### src/core/serial_defs.vh
`ifndef SERIAL_DEFS_VH
`define SERIAL_DEFS_VH
`define CTRL1_OFFSET 4'h0
`define CTRL2_OFFSET 4'h4
`define STATUS_OFFSET 4'h8
`define RXBUF_OFFSET 4'hc
`define TXBUF_OFFSET 4'h0
`define TXBUF_ADDR 5'h10
`define C1_TXE 7
`define C1_RXE 6
`define C1_STOP 5
`define C1_EVEN 4
`define C1_PE 3
`define C1_RATE 0
`define C2_STOP 0
`define C2_FILT 1
`define C1_RESET 8'h00
`define C2_RESET 3'h0
`define RATE_BASE_DIV 13
`define RATE_FIXED_DIV 96
`define RATE_TIMER 3'h6
`define RATE_FIXED 3'h7
`define FILT_1 31
`define FILT_2 63
`define FILT_3 127
`endif

### src/core/glitch_filter.v
`timescale 1ns/1ps
`include "serial_defs.vh"
module glitch_filter (
  input wire ref_clk,
  input wire rst_n,
  input wire [1:0] mode,
  input wire din,
  output reg dout
);
  reg [6:0] cnt_reg;
  reg [6:0] limit;
  always @* begin
    case (mode)
      2'h1: limit = 7'd`FILT_1;
      2'h2: limit = 7'd`FILT_2;
      default: limit = 7'd`FILT_3;
    endcase
  end
  // in modes 1 to 3 a new level must hold limit cycles before it passes; mode 0 passes it at once
  always @(posedge ref_clk) begin
    if (!rst_n) begin
      cnt_reg <= 7'h00;
      dout <= 1'b1;
    end else if (mode == 2'h0) begin
      cnt_reg <= 7'h00;
      dout <= din;
    end else if (din == dout) begin
      cnt_reg <= 7'h00;
    end else if (cnt_reg >= limit - 7'h01) begin
      cnt_reg <= 7'h00;
      dout <= din;
    end else begin
      cnt_reg <= cnt_reg + 7'h01;
    end
  end
endmodule

### src/core/serial_txrx.v
`timescale 1ns/1ps
`include "serial_defs.vh"
module serial_txrx (
  input wire ref_clk,
  input wire rst_n,
  input wire [4:0] s_axi_awaddr,
  input wire s_axi_awvalid,
  output wire s_axi_awready,
  input wire [31:0] s_axi_wdata,
  input wire [3:0] s_axi_wstrb,
  input wire s_axi_wvalid,
  output wire s_axi_wready,
  output reg [1:0] s_axi_bresp,
  output reg s_axi_bvalid,
  input wire s_axi_bready,
  input wire [4:0] s_axi_araddr,
  input wire s_axi_arvalid,
  output wire s_axi_arready,
  output reg [31:0] s_axi_rdata,
  output reg [1:0] s_axi_rresp,
  output reg s_axi_rvalid,
  input wire s_axi_rready,
  input wire timer4_irq_clock,
  input wire rx_line,
  output reg tx_line,
  output reg tx_irq,
  output reg rx_irq
);
  localparam TX_IDLE = 2'h0;
  localparam TX_SHIFT = 2'h1;
  localparam RX_IDLE = 2'h0;
  localparam RX_BITS = 2'h1;
  localparam RX_WAIT = 2'h2;

  ////////////////////////////////////////////////////////////////////////
  // registers
  reg [7:0] serial_ctrl_one;
  reg [2:0] serial_ctrl_two;
  reg [7:0] tx_holding_buf;
  reg [7:0] rx_holding_buf;
  reg tx_buf_empty_flag, tx_done_flag, rx_data_full_flag;
  reg parity_err_flag, frame_err_flag, overrun_flag;
  reg status_read_reg;
  reg aw_got_reg, w_got_reg;
  reg [4:0] aw_addr_reg;
  reg [31:0] w_data_reg;
  reg [3:0] w_strb_reg;
  wire tx_enable_bit = serial_ctrl_one[`C1_TXE];
  wire rx_enable_bit = serial_ctrl_one[`C1_RXE];
  wire tx_stop_len = serial_ctrl_one[`C1_STOP];
  wire even_sel = serial_ctrl_one[`C1_EVEN];
  wire parity_enable = serial_ctrl_one[`C1_PE];
  wire [2:0] rate_select = serial_ctrl_one[`C1_RATE +: 3];
  wire rx_stop_len = serial_ctrl_two[`C2_STOP];
  wire [1:0] rx_glitch_filter = serial_ctrl_two[`C2_FILT +: 2];
  wire [7:0] status_byte = {parity_err_flag, frame_err_flag, overrun_flag, rx_data_full_flag,
                            tx_done_flag, tx_buf_empty_flag, 2'b00};

  ////////////////////////////////////////////////////////////////////////
  // oversample tick generator, shared by both directions
  reg [12:0] div_cnt_reg;
  reg [12:0] div_max;
  reg tmr_d_reg;
  reg tick;
  always @* begin
    if (rate_select == `RATE_FIXED)
      div_max = 13'd`RATE_FIXED_DIV - 13'd1;
    else
      div_max = (13'd`RATE_BASE_DIV << rate_select) - 13'd1;
  end
  always @(posedge ref_clk) begin
    if (!rst_n) begin
      div_cnt_reg <= 13'h0000;
      tmr_d_reg <= 1'b0;
      tick <= 1'b0;
    end else begin
      tmr_d_reg <= timer4_irq_clock;
      if (rate_select == `RATE_TIMER) begin
        div_cnt_reg <= 13'h0000;
        tick <= timer4_irq_clock & ~tmr_d_reg;
      end else if (div_cnt_reg >= div_max) begin
        div_cnt_reg <= 13'h0000;
        tick <= 1'b1;
      end else begin
        div_cnt_reg <= div_cnt_reg + 13'h0001;
        tick <= 1'b0;
      end
    end
  end

  ////////////////////////////////////////////////////////////////////////
  // axi4-lite slave
  wire wr_fire = aw_got_reg && w_got_reg && !s_axi_bvalid;
  assign s_axi_awready = !aw_got_reg && !s_axi_bvalid;
  assign s_axi_wready = !w_got_reg && !s_axi_bvalid;
  assign s_axi_arready = !s_axi_rvalid;
  wire rd_fire = s_axi_arvalid && s_axi_arready;
  wire wr_txbuf = wr_fire && aw_addr_reg[4:2] == 3'h4 && w_strb_reg[0];
  wire rd_status = rd_fire && s_axi_araddr[4:2] == 3'h2;
  wire rd_rxbuf = rd_fire && s_axi_araddr[4:2] == 3'h3;
  wire tx_accept = wr_txbuf && status_read_reg;
  always @(posedge ref_clk) begin
    if (!rst_n) begin
      aw_got_reg <= 1'b0;
      w_got_reg <= 1'b0;
      aw_addr_reg <= 5'h00;
      w_data_reg <= 32'h00000000;
      w_strb_reg <= 4'h0;
      s_axi_bvalid <= 1'b0;
      s_axi_bresp <= 2'h0;
      s_axi_rvalid <= 1'b0;
      s_axi_rresp <= 2'h0;
      s_axi_rdata <= 32'h00000000;
      serial_ctrl_one <= `C1_RESET;
      serial_ctrl_two <= `C2_RESET;
      tx_holding_buf <= 8'h00;
      status_read_reg <= 1'b0;
    end else begin
      if (s_axi_awvalid && s_axi_awready) begin
        aw_got_reg <= 1'b1;
        aw_addr_reg <= s_axi_awaddr;
      end
      if (s_axi_wvalid && s_axi_wready) begin
        w_got_reg <= 1'b1;
        w_data_reg <= s_axi_wdata;
        w_strb_reg <= s_axi_wstrb;
      end
      if (wr_fire) begin
        aw_got_reg <= 1'b0;
        w_got_reg <= 1'b0;
        s_axi_bvalid <= 1'b1;
        s_axi_bresp <= 2'h0;
        if (aw_addr_reg == {1'b0, `CTRL1_OFFSET}) begin
          if (w_strb_reg[0])
            serial_ctrl_one <= w_data_reg[7:0];
        end else if (aw_addr_reg == {1'b0, `CTRL2_OFFSET}) begin
          if (w_strb_reg[0])
            serial_ctrl_two <= w_data_reg[2:0];
        end else if (aw_addr_reg == `TXBUF_ADDR) begin
          if (tx_accept)
            tx_holding_buf <= w_data_reg[7:0];
        end else if (aw_addr_reg == {1'b0, `STATUS_OFFSET} || aw_addr_reg == {1'b0, `RXBUF_OFFSET}) begin
          s_axi_bresp <= 2'h0;
        end else begin
          s_axi_bresp <= 2'h2;
        end
      end else if (s_axi_bvalid && s_axi_bready) begin
        s_axi_bvalid <= 1'b0;
      end
      if (rd_fire) begin
        s_axi_rvalid <= 1'b1;
        s_axi_rresp <= 2'h0;
        if (s_axi_araddr == {1'b0, `CTRL1_OFFSET})
          s_axi_rdata <= {24'h000000, serial_ctrl_one};
        else if (s_axi_araddr == {1'b0, `CTRL2_OFFSET})
          s_axi_rdata <= {29'h00000000, serial_ctrl_two};
        else if (s_axi_araddr == {1'b0, `STATUS_OFFSET})
          s_axi_rdata <= {24'h000000, status_byte};
        else if (s_axi_araddr == {1'b0, `RXBUF_OFFSET})
          s_axi_rdata <= {24'h000000, rx_holding_buf};
        else if (s_axi_araddr == `TXBUF_ADDR)
          s_axi_rdata <= 32'h00000000;
        else begin
          s_axi_rdata <= 32'h00000000;
          s_axi_rresp <= 2'h2;
        end
      end else if (s_axi_rvalid && s_axi_rready) begin
        s_axi_rvalid <= 1'b0;
      end
      // status read arms one buffer access
      if (rd_status)
        status_read_reg <= 1'b1;
      else if (tx_accept || rd_rxbuf)
        status_read_reg <= 1'b0;
    end
  end

  ////////////////////////////////////////////////////////////////////////
  // transmitter
  reg [1:0] tx_state_reg;
  reg [3:0] tx_tick_reg;
  reg [3:0] tx_bit_reg;
  reg [10:0] tx_shift_reg;
  reg [3:0] tx_len_reg;
  reg tx_pending_reg;
  wire tx_par = ^tx_holding_buf ^ ~even_sel;
  always @(posedge ref_clk) begin
    if (!rst_n) begin
      tx_state_reg <= TX_IDLE;
      tx_tick_reg <= 4'h0;
      tx_bit_reg <= 4'h0;
      tx_shift_reg <= 11'h7ff;
      tx_len_reg <= 4'h0;
      tx_pending_reg <= 1'b0;
      tx_buf_empty_flag <= 1'b1;
      tx_done_flag <= 1'b1;
      tx_line <= 1'b1;
      tx_irq <= 1'b0;
    end else begin
      tx_irq <= 1'b0;
      if (tx_accept) begin
        tx_pending_reg <= 1'b1;
        tx_buf_empty_flag <= 1'b0;
      end
      case (tx_state_reg)
        TX_IDLE: begin
          tx_line <= 1'b1;
          if (tx_pending_reg && tx_enable_bit && tick) begin
            // frame: start, data lsb first, parity, stops
            if (parity_enable)
              tx_shift_reg <= {1'b1, tx_par, tx_holding_buf, 1'b0};
            else
              tx_shift_reg <= {2'b11, tx_holding_buf, 1'b0};
            tx_len_reg <= 4'd10 + {3'h0, parity_enable} + {3'h0, tx_stop_len};
            tx_bit_reg <= 4'h0;
            tx_tick_reg <= 4'h0;
            tx_pending_reg <= tx_accept;
            tx_buf_empty_flag <= ~tx_accept;
            tx_irq <= 1'b1;
            tx_done_flag <= 1'b0;
            tx_state_reg <= TX_SHIFT;
          end
        end
        TX_SHIFT: begin
          tx_line <= tx_shift_reg[0];
          if (tick) begin
            tx_tick_reg <= tx_tick_reg + 4'h1;
            if (tx_tick_reg == 4'hf) begin
              tx_shift_reg <= {1'b1, tx_shift_reg[10:1]};
              tx_bit_reg <= tx_bit_reg + 4'h1;
              if (tx_bit_reg == tx_len_reg - 4'h1) begin
                // disable takes hold only between frames
                tx_state_reg <= TX_IDLE;
                if (!tx_pending_reg && !tx_accept)
                  tx_done_flag <= 1'b1;
              end
            end
          end
        end
        default: tx_state_reg <= TX_IDLE;
      endcase
    end
  end

  ////////////////////////////////////////////////////////////////////////
  // receiver
  wire rx_filt;
  glitch_filter u_filter (
    .ref_clk(ref_clk),
    .rst_n(rst_n),
    .mode(rx_glitch_filter),
    .din(rx_line),
    .dout(rx_filt)
  );
  reg [1:0] rx_state_reg;
  reg [3:0] rx_tick_reg;
  reg [3:0] rx_bit_reg;
  reg [3:0] rx_len_reg;
  reg [1:0] vote_reg;
  reg [9:0] rx_shift_reg;
  reg rx_bad_stop_reg;
  wire vote_bit = (vote_reg[1] & vote_reg[0]) | (vote_reg[1] & rx_filt) | (vote_reg[0] & rx_filt);
  reg ovr_seen_reg;
  // data sits one place higher when no parity bit was shifted in
  wire [7:0] rx_data = parity_enable ? rx_shift_reg[8:1] : rx_shift_reg[9:2];
  wire rx_par_bad = parity_enable && ((^rx_data) ^ rx_shift_reg[9] ^ ~even_sel);
  always @(posedge ref_clk) begin
    if (!rst_n) begin
      rx_state_reg <= RX_IDLE;
      rx_tick_reg <= 4'h0;
      rx_bit_reg <= 4'h0;
      rx_len_reg <= 4'h0;
      vote_reg <= 2'h3;
      rx_shift_reg <= 10'h000;
      rx_bad_stop_reg <= 1'b0;
      ovr_seen_reg <= 1'b0;
      rx_holding_buf <= 8'h00;
      rx_data_full_flag <= 1'b0;
      parity_err_flag <= 1'b0;
      frame_err_flag <= 1'b0;
      overrun_flag <= 1'b0;
      rx_irq <= 1'b0;
    end else begin
      rx_irq <= 1'b0;
      // read of buffer after status read clears flags
      if (rd_rxbuf && status_read_reg) begin
        rx_data_full_flag <= 1'b0;
        parity_err_flag <= 1'b0;
        frame_err_flag <= 1'b0;
        if (ovr_seen_reg)
          overrun_flag <= 1'b0;
      end
      // only an overrun shown by the status read may be cleared
      if (rd_status)
        ovr_seen_reg <= overrun_flag;
      case (rx_state_reg)
        RX_IDLE: begin
          // idle watch for a low level
          if (rx_enable_bit && !overrun_flag && tick && !rx_filt) begin
            rx_tick_reg <= 4'h1;
            rx_bit_reg <= 4'h0;
            rx_bad_stop_reg <= 1'b0;
            rx_len_reg <= 4'd10 + {3'h0, parity_enable} + {3'h0, rx_stop_len};
            rx_state_reg <= RX_BITS;
          end
        end
        RX_BITS: begin
          if (tick) begin
            rx_tick_reg <= rx_tick_reg + 4'h1;
            if (rx_tick_reg == 4'h7)
              vote_reg[1] <= rx_filt;
            if (rx_tick_reg == 4'h8)
              vote_reg[0] <= rx_filt;
            if (rx_tick_reg == 4'h9) begin
              rx_bit_reg <= rx_bit_reg + 4'h1;
              if (rx_bit_reg == 4'h0) begin
                if (vote_bit)
                  rx_state_reg <= RX_IDLE;
              end else if (rx_bit_reg <= 4'd8 + {3'h0, parity_enable}) begin
                rx_shift_reg <= {vote_bit, rx_shift_reg[9:1]};
              end else if (!vote_bit) begin
                rx_bad_stop_reg <= 1'b1;
              end
              if (rx_bit_reg == rx_len_reg - 4'h1)
                rx_state_reg <= RX_WAIT;
            end
          end
        end
        RX_WAIT: begin
          // deliver the frame
          rx_state_reg <= RX_IDLE;
          rx_irq <= 1'b1;
          // stop error is spent once the frame is delivered
          rx_bad_stop_reg <= 1'b0;
          if (rx_bad_stop_reg)
            frame_err_flag <= 1'b1;
          if (rx_data_full_flag && !(rd_rxbuf && status_read_reg)) begin
            overrun_flag <= 1'b1;
          end else begin
            rx_holding_buf <= rx_data;
            rx_data_full_flag <= 1'b1;
            if (rx_par_bad)
              parity_err_flag <= 1'b1;
          end
        end
        default: rx_state_reg <= RX_IDLE;
      endcase
    end
  end
endmodule

### config.mk
export PLATFORM = sky130hd
export DESIGN_NAME = serial_txrx
export DESIGN_NICKNAME = d
export VERILOG_FILES = /design/src/core/glitch_filter.v /design/src/core/serial_txrx.v
export VERILOG_INCLUDE_DIRS = /design/src /design/src/core
export SDC_FILE = /design/constraint.sdc
export NUM_CORES = 1
export LEC_CHECK = 0
export BUFFER_PORTS_ARGS = -buffer_cell sky130_fd_sc_hd__buf_2
export CELL_PAD_IN_SITES_DETAIL_PLACEMENT = 0
export CELL_PAD_IN_SITES_GLOBAL_PLACEMENT = 2
export CORE_UTILIZATION = 35
export CTS_CLUSTER_SIZE = 8
export DETAILED_ROUTE_END_ITERATION = 12
export PLACE_DENSITY_LB_ADDON = 0.1
export SYNTH_ARGS = -nofsm -noshare
export SYNTH_HDL_FRONTEND = slang
export SYNTH_SLANG_ARGS = --single-unit
export TNS_END_PERCENT = 20
### constraint.sdc
create_clock -name ref_clk -period 3.9 [get_ports ref_clk]
set_clock_uncertainty 0.1 [all_clocks]
set_input_delay 0.975 -clock ref_clk [delete_from_list [all_inputs] [get_ports ref_clk]]
set_output_delay 0.975 -clock ref_clk [all_outputs]
set_load 0.01 [all_outputs]
==> results of run 1 <==
worst max-delay path: stages, from the launching register on:
cell and delay [ns]:
dfxtp_1 0.51, inv_1 0.13, ha_1 0.23, nor2_1 0.14, xnor2_1 0.17, a21oi_1 0.11
ha_1 0.32, a21oi_1 0.07, o21ai_0 0.27, o2111ai_1 0.16, a21oi_1 0.55, buf_4 0.26
nor3_1 0.06
cells in the final DEF (no fill, tap or decap), types with 4 or more instances in the layout:
| cell | count |
|---|---|
| a21boi_0 | 18 |
| a21oi_1 | 16 |
| a22oi_1 | 10 |
| a31oi_1 | 5 |
| and2_1 | 10 |
| and3_1 | 4 |
| buf_2 | 45 |
| buf_4 | 7 |
| bufinv_16 | 4 |
| clkbuf_16 | 17 |
| clkinv_4 | 4 |
| conb_1 | 28 |
| dfxtp_1 | 139 |
| ha_1 | 33 |
| inv_1 | 21 |
| mux2_2 | 5 |
| mux2i_1 | 57 |
| nand2_1 | 94 |
| nand2b_1 | 5 |
| nand3_1 | 23 |
| nand4_1 | 10 |
| nor2_1 | 41 |
| nor2b_1 | 52 |
| nor3_1 | 17 |
| nor4_1 | 4 |
| o211a_1 | 10 |
| o21ai_0 | 33 |
| xnor2_1 | 30 |
| xor2_1 | 22 |
final cells by class:
| cell class | count | area (um2) |
|---|---|---|
| clock buffers | 18 | 429 |
| clock inverters | 14 | 196 |
| fillers | 1971 | 11500 |
| inverters | 21 | 78.8 |
| multi-input cells | 568 | 3820 |
| flip-flops and latches | 139 | 2780 |
| well taps | 265 | 332 |
| repair buffers | 53 | 298 |
report_power, final:
group / internal (W) / switching (W)
Sequential: 0.00144 / 0.0000232
Combinational: 0.0000617 / 0.0000918
Clock: 0.00107 / 0.000640
cells by family after synthesis:
kind of cell | synth area share [%]
AOI/OAI and AO/OA | 10.8
buffers and inverters | 6.34
muxes | 9.35
and+or+nand+nor | 20.7
DFF | 40.1
xor gates and xnor gates | 6.56
other | 0.108
adders and majority gates | 6.09
through the flow:
step / instances / hold WS, ns / util (%) / setup WS, ns / power [W]
4_1_cts: 1078 / 0.339 / 40.8 / 0.634 / 0.00338
2_1_floorplan: 792 / 0.315 / - / 1.17 / 0.00162
3_5_place_dp: 1046 / 0.324 / 37.5 / 0.658 / 0.00165
6_report: 1078 / 0.336 / 40.8 / 0.685 / 0.00333
5_1_grt: 1078 / 0.372 / 40.8 / 0.345 / 0.00346
3_3_place_gp: 1046 / 0.332 / 37.5 / 0.736 / 0.00165
worst paths after layout:
kind / to / slack, ns / cells after the start
setup / recovery: div_cnt_reg[5] / 0.69 / 12
hold / removal: tx_line / 0.34 / 1
setup reg to reg: div_cnt_reg[5] / 0.69 / 12
hold reg to reg: tx_line / 0.34 / 1
per-layer routing:
layer  wire length (um)  share of wire (%)  track usage [%]
met5                  0                  0                0
met4                246                1.6             6.62
met3                401                2.6             3.35
met2               7480                 49             27.9
met1               7020                 46             18.6
==> results.toml, run 1 <==
[run_status]
status = "finished clean"

[cts]
cts-root-buf = "clkbuf_16"
cts_resized = 0
htreeDepth = 4
clk_latency_ns = 0.42
ctsHoldBuffers = 0
post_cts_buffers = 0
cts_tree = "yes"
numCtsBuffers = 17
cts_sinks = 139
clock_path_buffers = 2
clkSlewWorstSetupHoldPaths_ns = 0.06

[die]
ios = 99
start_util_pct = 35.7
core_um2 = 19500
die_x_um = 143
die_h_um = 143
rows = 51
die_area_um2 = 20400

[global_routing]
grt_pass1_vias = 5074
overflow = 0
grt_pass1_wl_um = 25100
antenna_found_initial = 0
grt_max_degree = 59
grt_usage_pct = 15.9

[timing]
maxSlewViolCount = 0
rsz0062_at_grt = "false"
tightest_slew_ns = 0.734
fin_setup_tns_ns = 0
slew-limit-headroom_pct = 50.6
finalCritPeriodShare_pct = 82.4
fin_crit_ns = 3.21
setup_violations = 0
hold_violations = 0
max_freq_mhz = 311

[drt]
ant_nets = 0
viasPerCell = 4.75
totalWireLength_um = 15100
drc = 0
wire_per_inst_um = 14.1
drt-pass1-iter-count = 4
drt_iter0_drc = 215
vias = 5125

[power_and_ir_drop]
p_per_area_nw_per_um2 = 420
peakVddDrop_v = 0.000276
p_leak_nw = 3.21

[worst_setup_path]
cp.arrival_ns = 3.40
path_class = "flip-flop to flip-flop"
crit_start = "serial_ctrl_one[1]"
crit_required_ns = 4.08
cp_max_fo = 9
r2r_start = "serial_ctrl_one[1]"
start_kind = "flip-flop"
end_kind = "flip-flop"

[placed_design]
dpl_cell_area_um2 = 7310
post-dp-hpwl_um = 11300
gp_congestion = 0.782
portBuffers = 45

[logic_synthesis]
postSynthAreaPerCell_um2 = 9.06
netlist_top_cells_area = "dfxtp_1, mux2i_1, ha_1"
synth_cell_types = 60
yosysMostFrequentCell = "dfxtp_1"
synth-edff-count = 0
yosys_warnings = 0
synth_common_cells = "dfxtp_1, nand2_1, mux2i_1"
synth_cells = 766
postSynth.asyncResetShare_pct = 0
syn-cell-area_um2 = 6940
ys_seq_elements = 139
synthFlopType = "dfxtp_1"
synth_top_area_share_pct = 40.1
synth_top_cell_by_area = "dfxtp_1"
ys_seq_area_share_pct = 40.1

[layout]
insertedDiodeCount = 0
syn_to_final_growth_pct = 14.3
largest_reg_flops = 13
final_nets = 888
stdcell_area_um2 = 7930
drive_above_1_share_pct = 12.4

[job]
drv_cap = 0

[min_path]
min_from = "tx_shift_reg[0]"
hp-class = "flip-flop to flip-flop"
No activity file was read; power rests on OpenSTA's default activity.
==> run 2, diff against run 1 <==
--- a/config.mk
+++ b/config.mk
@@ -9,7 +9,7 @@
 export BUFFER_PORTS_ARGS = -buffer_cell sky130_fd_sc_hd__buf_2
 export CELL_PAD_IN_SITES_DETAIL_PLACEMENT = 0
 export CELL_PAD_IN_SITES_GLOBAL_PLACEMENT = 2
-export CORE_UTILIZATION = 35
+export CORE_UTILIZATION = 32
 export CTS_CLUSTER_SIZE = 8
 export DETAILED_ROUTE_END_ITERATION = 12
 export PLACE_DENSITY_LB_ADDON = 0.1
==> constraint.sdc (replaced) <==
create_clock -name ref_clk -period 2.9 [get_ports ref_clk]
set_clock_uncertainty 0.1 [all_clocks]
set_input_delay 0.725 -clock ref_clk [delete_from_list [all_inputs] [get_ports ref_clk]]
set_output_delay 0.725 -clock ref_clk [all_outputs]
set_load 0.01 [all_outputs]
==> run 2 against run 1 <==
Effect of this change:
- non-clock buffer count is 7 higher
- count of clock-buffer cells in the layout stayed put
- worst setup slack worse by 0.46 ns
- critical path depth stayed put
- critical path type unchanged
- clock power is 30% higher
- largest power group unchanged
- power is 32% higher
==> results.toml, run 2 (synthesis results as in run 1) <==
[run_status]
status = "finished clean"

[layout]
finalNonFillerCells = 1095
insertedDiodeCount = 0
syn_to_final_growth_pct = 14.9
layout_common_cells = "dfxtp_1, nand2_1, mux2i_1"
stdcell_area_um2 = 7980
mostFrequentLayoutCell = "dfxtp_1"
final_nets = 895
drive_above_1_share_pct = 13.3
largest_reg_flops = 13

[placed_design]
post-dp-hpwl_um = 11300
dpl_cell_area_um2 = 7370
portBuffers = 45
pre_cts_ws_ns = 0.216
gp_congestion = 0.799
dp.cells = 1063

[power_and_ir_drop]
p_leak_nw = 3.24
peakVddDrop_v = 0.000278
p_per_area_nw_per_um2 = 553

[cts]
clock_path_buffers = 2
htreeDepth = 4
ctsHoldBuffers = 0
cts_sinks = 139
cts-root-buf = "clkbuf_16"
clkSlewWorstSetupHoldPaths_ns = 0.06
numCtsBuffers = 17
cts_tree = "yes"
clk_latency_ns = 0.42

[drt]
viasPerCell = 4.70
drc = 0
ant_nets = 0
vias = 5145
totalWireLength_um = 15500
drt_iter0_drc = 206
wire_per_inst_um = 14.2
drt-pass1-iter-count = 4

[timing]
setup_violations = 0
finalCritPeriodShare_pct = 92.4
worst_slack_ns = 0.221
slew-limit-headroom_pct = 51.7
max_freq_mhz = 373
maxSlewViolCount = 0
fin_setup_tns_ns = 0
tightest_slew_ns = 0.719
rsz0062_at_grt = "false"
hold_violations = 0
fin_crit_ns = 2.68

[worst_setup_path]
r2r_start = "serial_ctrl_one[1]"
crit_required_ns = 3.10
cp.arrival_ns = 2.88
end_kind = "flip-flop"
path_class = "flip-flop to flip-flop"
start_kind = "flip-flop"
crit_start = "serial_ctrl_one[1]"
cp_max_fo = 12

[global_routing]
grt_usage_pct = 14.9
overflow = 0
grt_pass1_vias = 5073
grt_pass1_wl_um = 25800
grt_max_degree = 71
antenna_found_initial = 0

[min_path]
min_from = "tx_tick_reg[3]"
hp-class = "flip-flop to flip-flop"

[die]
die_area_um2 = 22300
die_h_um = 149
core_um2 = 21200
die_x_um = 149
rows = 53
start_util_pct = 32.8
ios = 99

[job]
drv_cap = 0
==> run 2: changes by cell type in the layout (fill, tap and decap cells not counted), sizes merged <==
cell | previous run | this run
clkinvlp | 3 | 2
buf | 53 | 60
clkinv | 6 | 8
bufinv | 4 | 3
==> run 2: final cells by class <==
cell class | instances | area, um2
Clock buffer | 18 | 429
Fill cell | 2118 | 13200
Timing Repair Buffer | 60 | 350
Tap cell | 275 | 344
Clock inverter | 14 | 173
Multi-Input combinational cell | 568 | 3820
Inverter | 21 | 78.8
Sequential cell | 139 | 2780
==> run 2: final timing paths <==
path | end | slack, ns | cells past startpoint
setup reg to reg | div_cnt_reg[7] | 0.22 | 12
hold reg to reg | tx_tick_reg[3] | 0.35 | 1
setup / recovery | div_cnt_reg[7] | 0.22 | 12
hold / removal | tx_tick_reg[3] | 0.35 | 1
==> run 2: critical path, stage by stage, from the launching register on <==
cell,delay (ns)
dfxtp_1,0.43
inv_1,0.11
ha_1,0.22
nor2_1,0.14
xnor2_1,0.15
a21oi_1,0.11
ha_1,0.32
a21oi_1,0.06
o21ai_0,0.29
o2111ai_1,0.16
a21oi_1,0.18
buf_4,0.22
nor3_1,0.08
==> run 2: power by group <==
group          switching [W]  internal (W)
sequential         0.0000321       0.00194
combinational       0.000126     0.0000870
clock               0.000870       0.00136
total                0.00103       0.00338
==> run 2: per-stage QoR <==
step / utilization (%) / power [W] / hold slack, ns
3_5_place_dp: 34.8 / 0.00223 / 0.344
4_1_cts: 37.7 / 0.00449 / 0.351
2_1_floorplan: - / 0.00218 / 0.315
5_1_grt: 37.7 / 0.00461 / 0.373
3_3_place_gp: 34.8 / 0.00223 / 0.336
6_report: 37.7 / 0.00441 / 0.350
==> run 2: metal layers <==
| layer | part of all wire, % | GRT usage, % | wire, um |
|---|---|---|---|
| met5 | 0 | 0 | 0 |
| met4 | 0.93 | 4.39 | 144 |
| met3 | 2.4 | 3.88 | 373 |
| met2 | 49 | 25.3 | 7640 |
| met1 | 48 | 18.4 | 7380 |
==> run 2: what timing repair did <==
item	4_1_cts	5_1_grt
setup buffers	0	0
gates resized for setup	0	1
setup endpoints to repair	0	12
